[config.mk]
export PLATFORM = sky130hd
export DESIGN_NAME = address_routing_encryption_decode
export DESIGN_NICKNAME = d
export VERILOG_FILES = /design/src/addr_route_pkg.sv /design/src/address_routing_encryption_decode.sv /design/src/range_classify.sv /design/src/entry_check.sv
export SDC_FILE = /design/constraint.sdc
export NUM_CORES = 1
export LEC_CHECK = 0
export ABC_AREA = 1
export BUFFER_PORTS_ARGS = -buffer_cell sky130_fd_sc_hd__buf_2
export CAP_MARGIN = 30
export CORE_AREA = 2 2 226 228
export CTS_CLUSTER_DIAMETER = 60
export CTS_CLUSTER_SIZE = 10
export DETAILED_ROUTE_END_ITERATION = 7
export DIE_AREA = 0 0 228 230
export HOLD_SLACK_MARGIN = 0.12
export PLACE_DENSITY = 0.68
export SYNTH_ARGS = -nofsm -noshare
export SYNTH_HDL_FRONTEND = slang
export SYNTH_HIERARCHICAL = 1
export SYNTH_SLANG_ARGS = --single-unit
[constraint.sdc]
create_clock -name CLOCK_I -period 29.4 [get_ports CLOCK_I]
set_clock_uncertainty 0.1 [all_clocks]
set_input_delay 4.41 -clock CLOCK_I [delete_from_list [all_inputs] [get_ports CLOCK_I]]
set_output_delay 4.41 -clock CLOCK_I [all_outputs]
set_load 0.02 [all_outputs]
[src/addr_route_pkg.sv]
// Shared constants, types and helpers for the physical address routing and encryption decode block.
package addr_route_pkg;

  localparam int PA_W = 52;
  localparam int ENTRY_W = 64;
  localparam int KEY_W = 128;

  // Top-of-memory limit field and the 4 GiB boundary.
  localparam int TOP_LSB = 23;
  localparam int TOP_MSB = 51;
  localparam logic [PA_W-1:0] FOUR_GIG = 52'h0_0001_0000_0000;
  localparam logic [63:0] TOP_FIELD_MASK = 64'h000f_ffff_ff80_0000;
  localparam logic [63:0] TOP_RESET = 64'h0000_0000_0000_0000;

  // System configuration register bits kept by this block.
  localparam int CFG_LOW_TOP_EN = 20;
  localparam int CFG_HIGH_TOP_EN = 21;
  localparam int CFG_ENC_MODE = 23;
  localparam int CFG_MK_MODE = 26;
  localparam logic [63:0] CFG_MASK = 64'h0000_0000_04b0_0000;
  localparam logic [63:0] CFG_RESET = 64'h0000_0000_0000_0000;

  // Model-specific register selects.
  localparam logic [1:0] SEL_LOW_TOP = 2'h0;
  localparam logic [1:0] SEL_HIGH_TOP = 2'h1;
  localparam logic [1:0] SEL_SYS_CFG = 2'h2;

  // Memory type attribute layout.
  localparam int ATTR_WR_BIT = 3;
  localparam int ATTR_RD_BIT = 4;
  localparam logic [2:0] MT_UC = 3'h0;
  localparam logic [2:0] MT_WC = 3'h1;
  localparam logic [2:0] MT_WT = 3'h4;
  localparam logic [2:0] MT_WP = 3'h5;
  localparam logic [2:0] MT_WB = 3'h6;

  // Capability word fields.
  localparam int CAP_ENC_BIT = 0;
  localparam int CAP_POS_LSB = 0;
  localparam int CAP_RED_LSB = 6;
  localparam int CAP_MAXKEY_LSB = 0;

  typedef struct packed {
    logic valid;
    logic write;
    logic enc_flag;
    logic [2:0] mem_type;
    logic [PA_W-1:0] addr;
  } access_req_t;

  typedef struct packed {
    logic valid;
    logic read_to_dram;
    logic write_to_dram;
    logic [2:0] mem_type;
    logic combo_reserved;
    logic encrypt;
    logic dropped;
    logic [PA_W-1:0] addr;
  } access_res_t;

  typedef struct packed {
    logic valid;
    logic leaf;
    logic [ENTRY_W-1:0] data;
  } entry_req_t;

  typedef struct packed {
    logic valid;
    logic fault;
    logic page_encrypted;
    logic next_table_decrypt;
  } entry_res_t;

  // Width of the key index field for a given highest key count.
  function automatic int key_idx_width(input int max_keys);
    key_idx_width = $clog2(max_keys + 1);
  endfunction

  // Allowed read/write routing and memory type combinations.
  function automatic logic combo_allowed(input logic rd, input logic wr, input logic [2:0] mt);
    logic ok;
    ok = 1'b0;
    case ({rd, wr})
      2'b00: ok = (mt == MT_UC) || (mt == MT_WC) || (mt == MT_WT) || (mt == MT_WP);
      2'b01: ok = (mt == MT_UC) || (mt == MT_WC);
      2'b10: ok = (mt == MT_UC) || (mt == MT_WP);
      2'b11: ok = (mt == MT_UC) || (mt == MT_WC) || (mt == MT_WT) || (mt == MT_WB);
      default: ok = 1'b0;
    endcase
    combo_allowed = ok;
  endfunction

endpackage

[src/address_routing_encryption_decode.sv]
// Physical address routing, memory type resolution and encryption attribute decode.
// Summary of operation
// - Below low top, low enabled: system memory.
// - Low top to 4 GiB: memory-mapped I/O.
// - 4 GiB to high top, enabled: memory.
// - High top upward: memory-mapped I/O.
// - Limits use bits 51:23 only.
// - Low limit enabled by config bit 20.
// - High limit enabled by config bit 21.
// - Disabled limit routes its range to I/O.
// - Resolve routing with type via allowed combinations.
// - Bit 3 write routing, bit 4 read routing; here the limits drive both, bits 3 and 4 are not used.
// - Flagged pages encrypted out, decrypted in.
// - Flag honoured for 4K, 2M, 1G pages.
// - Flagged table entry fetches next table decrypted.
// - Nonzero removed address bits raise page fault.
// - Range checks use reduced width, flag masked.
// - Encrypted accesses to I/O are ignored.
// - One random boot key, never software visible.
// - Capability words report support and flag position.
// - Encryption only with extension and paging on.
// - Multi-key addresses carry key index, zero clear.
// - Key index sits at and below flag position.
`timescale 1ns/1ps
module address_routing_encryption_decode #(
  parameter int FLAG_POS = 47,
  parameter int REDUCTION = 5,
  parameter int MAX_KEYS = 63
) (
  input wire logic CLOCK_I,
  input wire logic RST_I,
  input wire logic MSR_WR_I,
  input wire logic [1:0] MSR_SEL_I,
  input wire logic [63:0] MSR_WDATA_I,
  output logic [63:0] MSR_RDATA_O,
  input wire logic PAE_I,
  input wire logic PAGING_I,
  input wire addr_route_pkg::access_req_t ACC_REQ_I,
  output addr_route_pkg::access_res_t ACC_RES_O,
  output logic [addr_route_pkg::key_idx_width(MAX_KEYS)-1:0] KEY_INDEX_O,
  input wire addr_route_pkg::entry_req_t ENTRY_REQ_I,
  output addr_route_pkg::entry_res_t ENTRY_RES_O,
  output logic [addr_route_pkg::KEY_W-1:0] CIPHER_KEY_O,
  output logic CIPHER_KEY_VALID_O,
  output logic [31:0] CAP_FEATURE_O,
  output logic [31:0] CAP_INFO_O,
  output logic [31:0] CAP_MK_FEATURE_O,
  output logic [31:0] CAP_MK_INFO_O
);
  import addr_route_pkg::*;

  localparam int KIW = key_idx_width(MAX_KEYS);
  localparam int RED_W = PA_W - REDUCTION;

  logic [63:0] low_top_q;
  logic [63:0] high_top_q;
  logic [63:0] sys_cfg_q;
  logic [63:0] rdata_d;
  logic [63:0] rdata_q;
  logic paging_ok;
  logic enc_active;
  logic mk_active;
  logic [PA_W-1:0] addr_mask;
  logic [PA_W-1:0] masked_addr;
  logic [KIW-1:0] key_idx;
  logic to_dram;
  logic enc_wanted;
  logic drop;
  logic rd_dram;
  logic wr_dram;
  access_res_t res_q;
  logic [KIW-1:0] key_idx_q;
  logic [KEY_W-1:0] lfsr_q;
  logic [KEY_W-1:0] key_q;
  logic key_valid_q;
  logic [31:0] cap_feat_q;
  logic [31:0] cap_info_q;
  logic [31:0] cap_mk_feat_q;
  logic [31:0] cap_mk_info_q;

  // Register port: each limit keeps only its address field, the rest reads zero.
  always_ff @(posedge CLOCK_I or posedge RST_I) begin
    if (RST_I) begin
      low_top_q <= TOP_RESET;
      high_top_q <= TOP_RESET;
      sys_cfg_q <= CFG_RESET;
    end else if (MSR_WR_I) begin
      case (MSR_SEL_I)
        SEL_LOW_TOP: low_top_q <= MSR_WDATA_I & TOP_FIELD_MASK;
        SEL_HIGH_TOP: high_top_q <= MSR_WDATA_I & TOP_FIELD_MASK;
        SEL_SYS_CFG: sys_cfg_q <= MSR_WDATA_I & CFG_MASK;
        default: sys_cfg_q <= sys_cfg_q;
      endcase
    end
  end

  always_comb begin
    case (MSR_SEL_I)
      SEL_LOW_TOP: rdata_d = low_top_q;
      SEL_HIGH_TOP: rdata_d = high_top_q;
      SEL_SYS_CFG: rdata_d = sys_cfg_q;
      default: rdata_d = 64'h0000_0000_0000_0000;
    endcase
  end

  always_ff @(posedge CLOCK_I or posedge RST_I) begin
    if (RST_I) begin
      rdata_q <= 64'h0000_0000_0000_0000;
    end else begin
      rdata_q <= rdata_d;
    end
  end

  assign MSR_RDATA_O = rdata_q;

  // Mode decode. Setting both encryption modes is a software error; single-key wins then.
  assign paging_ok = PAE_I && PAGING_I;
  assign enc_active = sys_cfg_q[CFG_ENC_MODE];
  assign mk_active = sys_cfg_q[CFG_MK_MODE] && !sys_cfg_q[CFG_ENC_MODE];

  // Removed upper bits, the flag and the key index never reach the range compare.
  always_comb begin
    addr_mask = '1;
    if (enc_active || mk_active) begin
      for (int i = RED_W; i < PA_W; i++) begin
        addr_mask[i] = 1'b0;
      end
      addr_mask[FLAG_POS] = 1'b0;
    end
    if (mk_active) begin
      for (int i = FLAG_POS - KIW + 1; i <= FLAG_POS; i++) begin
        addr_mask[i] = 1'b0;
      end
    end
  end

  assign masked_addr = ACC_REQ_I.addr & addr_mask;
  assign key_idx = mk_active ? ACC_REQ_I.addr[FLAG_POS -: KIW] : '0;

  range_classify u_range (
    .addr_i(masked_addr),
    .low_top_i(low_top_q),
    .high_top_i(high_top_q),
    .low_en_i(sys_cfg_q[CFG_LOW_TOP_EN]),
    .high_en_i(sys_cfg_q[CFG_HIGH_TOP_EN]),
    .to_dram_o(to_dram)
  );

  // An index of zero means the access is sent in the clear.
  always_comb begin
    if (mk_active) begin
      enc_wanted = key_idx != '0;
    end else begin
      enc_wanted = enc_active && ACC_REQ_I.enc_flag;
    end
  end

  // An encrypted request toward I/O cannot be serviced, so it is dropped, not sent plain.
  assign drop = paging_ok && enc_wanted && !to_dram;

  // The limit drives read and write routing together, as one pair.
  assign rd_dram = to_dram;
  assign wr_dram = to_dram;

  always_ff @(posedge CLOCK_I or posedge RST_I) begin
    if (RST_I) begin
      res_q <= '0;
      key_idx_q <= '0;
    end else begin
      res_q.valid <= ACC_REQ_I.valid;
      res_q.read_to_dram <= rd_dram;
      res_q.write_to_dram <= wr_dram;
      res_q.mem_type <= ACC_REQ_I.mem_type;
      res_q.combo_reserved <= !combo_allowed(rd_dram, wr_dram, ACC_REQ_I.mem_type);
      res_q.encrypt <= ACC_REQ_I.valid && paging_ok && enc_wanted && to_dram;
      res_q.dropped <= ACC_REQ_I.valid && drop;
      res_q.addr <= masked_addr;
      key_idx_q <= (paging_ok && to_dram) ? key_idx : '0;
    end
  end

  assign ACC_RES_O = res_q;
  assign KEY_INDEX_O = key_idx_q;

  entry_check #(
    .FLAG_POS(FLAG_POS),
    .REDUCTION(REDUCTION)
  ) u_entry (
    .clk_i(CLOCK_I),
    .rst_i(RST_I),
    .enc_active_i(enc_active && paging_ok),
    .mk_active_i(mk_active),
    .req_i(ENTRY_REQ_I),
    .res_o(ENTRY_RES_O)
  );

  // Boot key: a free-running shift register sampled once, when an encryption mode is first enabled.
  // The value only goes to the cipher port; no register read path exposes it.
  always_ff @(posedge CLOCK_I or posedge RST_I) begin
    if (RST_I) begin
      lfsr_q <= {{(KEY_W-1){1'b0}}, 1'b1};
    end else begin
      lfsr_q <= {lfsr_q[KEY_W-2:0], lfsr_q[KEY_W-1] ^ lfsr_q[KEY_W-3] ^ lfsr_q[KEY_W-28] ^ lfsr_q[KEY_W-30]};
    end
  end

  always_ff @(posedge CLOCK_I or posedge RST_I) begin
    if (RST_I) begin
      key_q <= '0;
      key_valid_q <= 1'b0;
    end else if (!key_valid_q && (enc_active || mk_active)) begin
      key_q <= lfsr_q;
      key_valid_q <= 1'b1;
    end
  end

  assign CIPHER_KEY_O = key_q;
  assign CIPHER_KEY_VALID_O = key_valid_q;

  // Capability words.
  always_ff @(posedge CLOCK_I or posedge RST_I) begin
    if (RST_I) begin
      cap_feat_q <= 32'h0000_0000;
      cap_info_q <= 32'h0000_0000;
      cap_mk_feat_q <= 32'h0000_0000;
      cap_mk_info_q <= 32'h0000_0000;
    end else begin
      cap_feat_q <= 32'h0000_0001 << CAP_ENC_BIT;
      cap_info_q <= (32'(FLAG_POS) << CAP_POS_LSB) | (32'(REDUCTION) << CAP_RED_LSB);
      cap_mk_feat_q <= 32'h0000_0001 << CAP_ENC_BIT;
      cap_mk_info_q <= 32'(MAX_KEYS) << CAP_MAXKEY_LSB;
    end
  end

  assign CAP_FEATURE_O = cap_feat_q;
  assign CAP_INFO_O = cap_info_q;
  assign CAP_MK_FEATURE_O = cap_mk_feat_q;
  assign CAP_MK_INFO_O = cap_mk_info_q;

endmodule

[src/range_classify.sv]
// Top-of-memory range classifier for one masked physical address.
`timescale 1ns/1ps
module range_classify (
  input wire logic [addr_route_pkg::PA_W-1:0] addr_i,
  input wire logic [63:0] low_top_i,
  input wire logic [63:0] high_top_i,
  input wire logic low_en_i,
  input wire logic high_en_i,
  output logic to_dram_o
);
  import addr_route_pkg::*;

  logic [PA_W-1:0] low_lim;
  logic [PA_W-1:0] high_lim;
  logic below_4g;

  // Only bits 51:23 of each limit take part in the compare.
  assign low_lim = {low_top_i[TOP_MSB:TOP_LSB], {TOP_LSB{1'b0}}};
  assign high_lim = {high_top_i[TOP_MSB:TOP_LSB], {TOP_LSB{1'b0}}};
  assign below_4g = addr_i < FOUR_GIG;

  always_comb begin
    if (below_4g) begin
      // A disabled limit leaves the whole range as I/O.
      to_dram_o = low_en_i && (addr_i < low_lim);
    end else begin
      to_dram_o = high_en_i && (addr_i < high_lim);
    end
  end

endmodule

[src/entry_check.sv]
// Translation entry check for reserved upper address bits and the encrypt flag.
`timescale 1ns/1ps
module entry_check #(
  parameter int FLAG_POS = 47,
  parameter int REDUCTION = 5
) (
  input wire logic clk_i,
  input wire logic rst_i,
  input wire logic enc_active_i,
  input wire logic mk_active_i,
  input wire addr_route_pkg::entry_req_t req_i,
  output addr_route_pkg::entry_res_t res_o
);
  import addr_route_pkg::*;

  localparam int RED_W = PA_W - REDUCTION;

  logic [ENTRY_W-1:0] rsvd_mask;
  logic flag;
  entry_res_t res_q;

  // Bits removed by the address shrink, except the flag bit itself.
  always_comb begin
    rsvd_mask = '0;
    for (int i = RED_W; i < PA_W; i++) begin
      if (i != FLAG_POS) begin
        rsvd_mask[i] = 1'b1;
      end
    end
  end

  assign flag = req_i.data[FLAG_POS];

  always_ff @(posedge clk_i or posedge rst_i) begin
    if (rst_i) begin
      res_q <= '0;
    end else begin
      res_q.valid <= req_i.valid;
      res_q.fault <= req_i.valid && (enc_active_i || mk_active_i) && |(req_i.data & rsvd_mask);
      // The flag is honoured on any leaf, whatever the page size.
      res_q.page_encrypted <= req_i.valid && enc_active_i && req_i.leaf && flag;
      res_q.next_table_decrypt <= req_i.valid && enc_active_i && !req_i.leaf && flag;
    end
  end

  assign res_o = res_q;

endmodule

==> run summary <==
- Vias: 11310
- antenna violations before repair: 8
- status: completed
- DRT iter0 DRCs: 695
- area of the core: 0.04986 mm2
- number of flops mapped to enable cells by yosys: 0
- summed negative setup slack over all endpoints: 0 ps
- Worst Path Arrival: 6760 ps
- post-route insts no fill: 2607
- wire length of the first global-routing pass: 62890 um
- filler cell count: 4935
- met2 demand-to-capacity share in global routing: 25.60%
- number of buffers inserted to repair setup after CTS: 0
- Vert. Die Dim: 230 um
- WL/cell: 15.50 um
- leading cell type in the layout, fill and taps excluded: dfrtp_1
- Min-Delay Path Class: reg -> reg
- Final Worst Setup Slack: 23020 ps
- hold bufs inserted after CTS: 0
- effective utilization at floorplan: 33.17%
- vias in the first global route: 11470
- average instance area after synthesis: 10.52 um2
- Peak Freq: 156.8 MHz
- cell area power density: 70.32 mW/mm2
- slowest library cell on the worst path: nor2_1
- clock buffer depth: 3
- number of nets still failing antenna checks after routing: 0
- CP max stage delay: 410 ps
- clock tree from TritonCTS: built
- GRT Resource Usage Total: 15.13%
- core occupancy in the finished layout: 39.83%
- number of CTS-inserted buffers: 52
- async set-or-reset flop fraction in the synthesized netlist: 100.0%
- register area share after synthesis: 63.70%
- layout cells sized above 1: 22.65%
- final hold violations: 0
- number of remaining DRC errors: 0
- Placer Congestion: 0.8295
- worst path required time: 29790 ps
- sum of net half-perimeters after detailed placement: 28250 um
- met3 Usage GRT: 5.072%
- depth of the CTS H-tree: 2
- root buffer cell: clkbuf_16
- number of cells after detailed placement: 2525
- Layout area overhead: 20.06%
- Net count, final: 2161
- most frequent cells in the layout: dfrtp_1 (420), nand2_1 (405), buf_2 (347), conb_1 (147), nand3_1 (138)
- max-slew violation count: 0
- Tightest Pin Transition: 920.5 ps
- cells resized by post-CTS repair: 0
- pin count of the biggest net entering global routing: 129
- netlist area before placement: 0.01654 mm2
- Synth Register Bits: 421
- cell type with the highest occurrence count on the critical path: nand2_1
- min cycle time layout: 6378 ps
- multi-input gate area in the final layout: 0.004538 mm2
- grt peak-use layer: met2
- YS warnings: 6
- unique cell type count in the Yosys netlist: 30
- Setup violations, final: 0
- Ports: 587
- LEAKAGE: 11.40 nW
- worst path cell trace: buf_2 > inv_1 > nor2_1 > ha_1 > a21o_1 > nor2_1 > nand2_1 > a21oi_1 > nand4_1 > nand2_1 > nand2_1 > nor3_1
- post-synthesis instance total: 1572
- top fanout value on the critical path: 6
- Post-Place Worst Slack: 22360 ps
- first-pass iteration count of the detailed router: 5
- routed via count divided by cell count: 4.337
- horizontal extent of the die: 228 um
- critical path capture point type: flip-flop
- dominant synthesized flop cell: dfrtp_1
- Period Utilization, post-route: 21.69%
- RSZ-0062 raised after global routing: false
- overall routed net length: 40410 um
- power consumption: 1.396 mW
- worst supply voltage drop on vdd: 0.00004823 V
- clock latency reported for the late side of the worst-skew pair: 590 ps
- startpoint type of the worst setup path: primary input
- global-route met1 utilization: 18.52%
- die area: 0.05244 mm2
- Std-Cell Rows: 82
- clock transition time at the flip-flop clock pins of the worst setup and hold paths: 60 ps
- register area: 0.01054 mm2
- Setup Crit Path Kind: in -> reg
- final global-route overflow total: 0
- max capacitance violation total: 0
- Sinks on Clock Net: 421
- remaining max-slew budget at the tightest pin: 38.63%
- port buffer count: 347
[layer usage]
layer | vias to the layer above | part of all wire [%]
li1 | 5337 | -
met1 | 5535 | 41
met2 | 346 | 49
met3 | 75 | 7.4
met4 | 14 | 2.1
met5 | - | 0.23
[state kept, by name, indices dropped and copies added (netlist names)]
register,cells
ACC_RES_O,60
MSR_RDATA_O,31
high_top_q,29
CAP_INFO_O,1
KEY_INDEX_O,6
lfsr_q,128
CIPHER_KEY_VALID_O,1
CIPHER_KEY_O,128
sys_cfg_q,4
u_entry/res_o,4
low_top_q,29
[area by class of cell]
type                    count  area share, %
clock buffers              65          6.798
well taps                 672          4.234
repair buffers            360          9.539
diodes                      1        0.01260
clock inverters            13         0.9262
flip-flops and latches    421          53.06
inverters                 134          2.583
multi-input cells         941          22.85
[path summary, 6_finish.rpt]
kind                                from                to  slack [ps]  cells after the start
setup / recovery           ACC_REQ_I[43]    KEY_INDEX_O[2]       23020                     12
hold / removal                lfsr_q[93]        lfsr_q[94]         270                      0
setup reg to reg           sys_cfg_q[23]    KEY_INDEX_O[2]       25920                     13
hold reg to reg               lfsr_q[93]        lfsr_q[94]         270                      0
max in group asynchronous          RST_I  CIPHER_KEY_O[89]       23960                      4
min in group asynchronous          RST_I     ACC_RES_O[56]        3620                      2
[worst max-delay path, delay by kind of cell]
family | cells | cell delay (ps)
and+or+nand+nor | 7 | 1520
buffers and inverters | 2 | 150
adders and majority gates | 1 | 340
AOI/OAI and AO/OA | 2 | 330
[cell families (layout without fill, tap and decap cells)]
group                      count (synthesis)  in the layout  synth area share [%]
AOI/OAI and AO/OA                        123            123                 4.410
xor gates and xnor gates                   3              3                0.1589
adders and majority gates                 56             56                 4.236
buffers and inverters                    355            572                 12.22
DFF                                      421            421                 63.70
muxes                                      1              1               0.06052
other                                      2            148               0.04540
and+or+nand+nor                          611            611                 15.17
[Yosys cell counts (3+ instances only)]
| master | number | area, um2 |
|---|---|---|
| buf_2 | 34 | 170.2 |
| nand3_1 | 138 | 690.7 |
| nand2_1 | 405 | 1520 |
| a22o_1 | 27 | 236.5 |
| o21ai_1 | 17 | 85.08 |
| buf_6 | 3 | 33.78 |
| o21ai_0 | 50 | 250.2 |
| inv_1 | 129 | 484.2 |
| nand4_1 | 4 | 25.02 |
| nor2_1 | 50 | 187.7 |
| dfrtp_1 | 420 | 10510 |
| nor3_1 | 8 | 40.04 |
| clkbuf_1 | 17 | 63.81 |
| inv_2 | 4 | 15.01 |
| a21o_1 | 3 | 22.52 |
| nor2_2 | 3 | 18.77 |
| a21oi_1 | 24 | 120.1 |
| ha_1 | 56 | 700.7 |
| buf_4 | 166 | 1246 |
[power by group]
part	leakage, nW	switching, mW	total, mW	internal, mW
Clock	0.742	0.238	0.579	0.341
Sequential	5.63	0.0158	0.621	0.605
Combinational	5.03	0.147	0.197	0.0497
Total	11.4	0.401	1.40	0.996
[metrics by stage]
step,instance area (um2),hold slack [ps]
after floorplan,17090,254.3
after global placement,18240,257.1
after detailed placement,18240,259.9
after CTS,19770,272.3
after global routing,19860,281.3
final,19860,270.6
No activity file was read; power rests on OpenSTA's default activity.
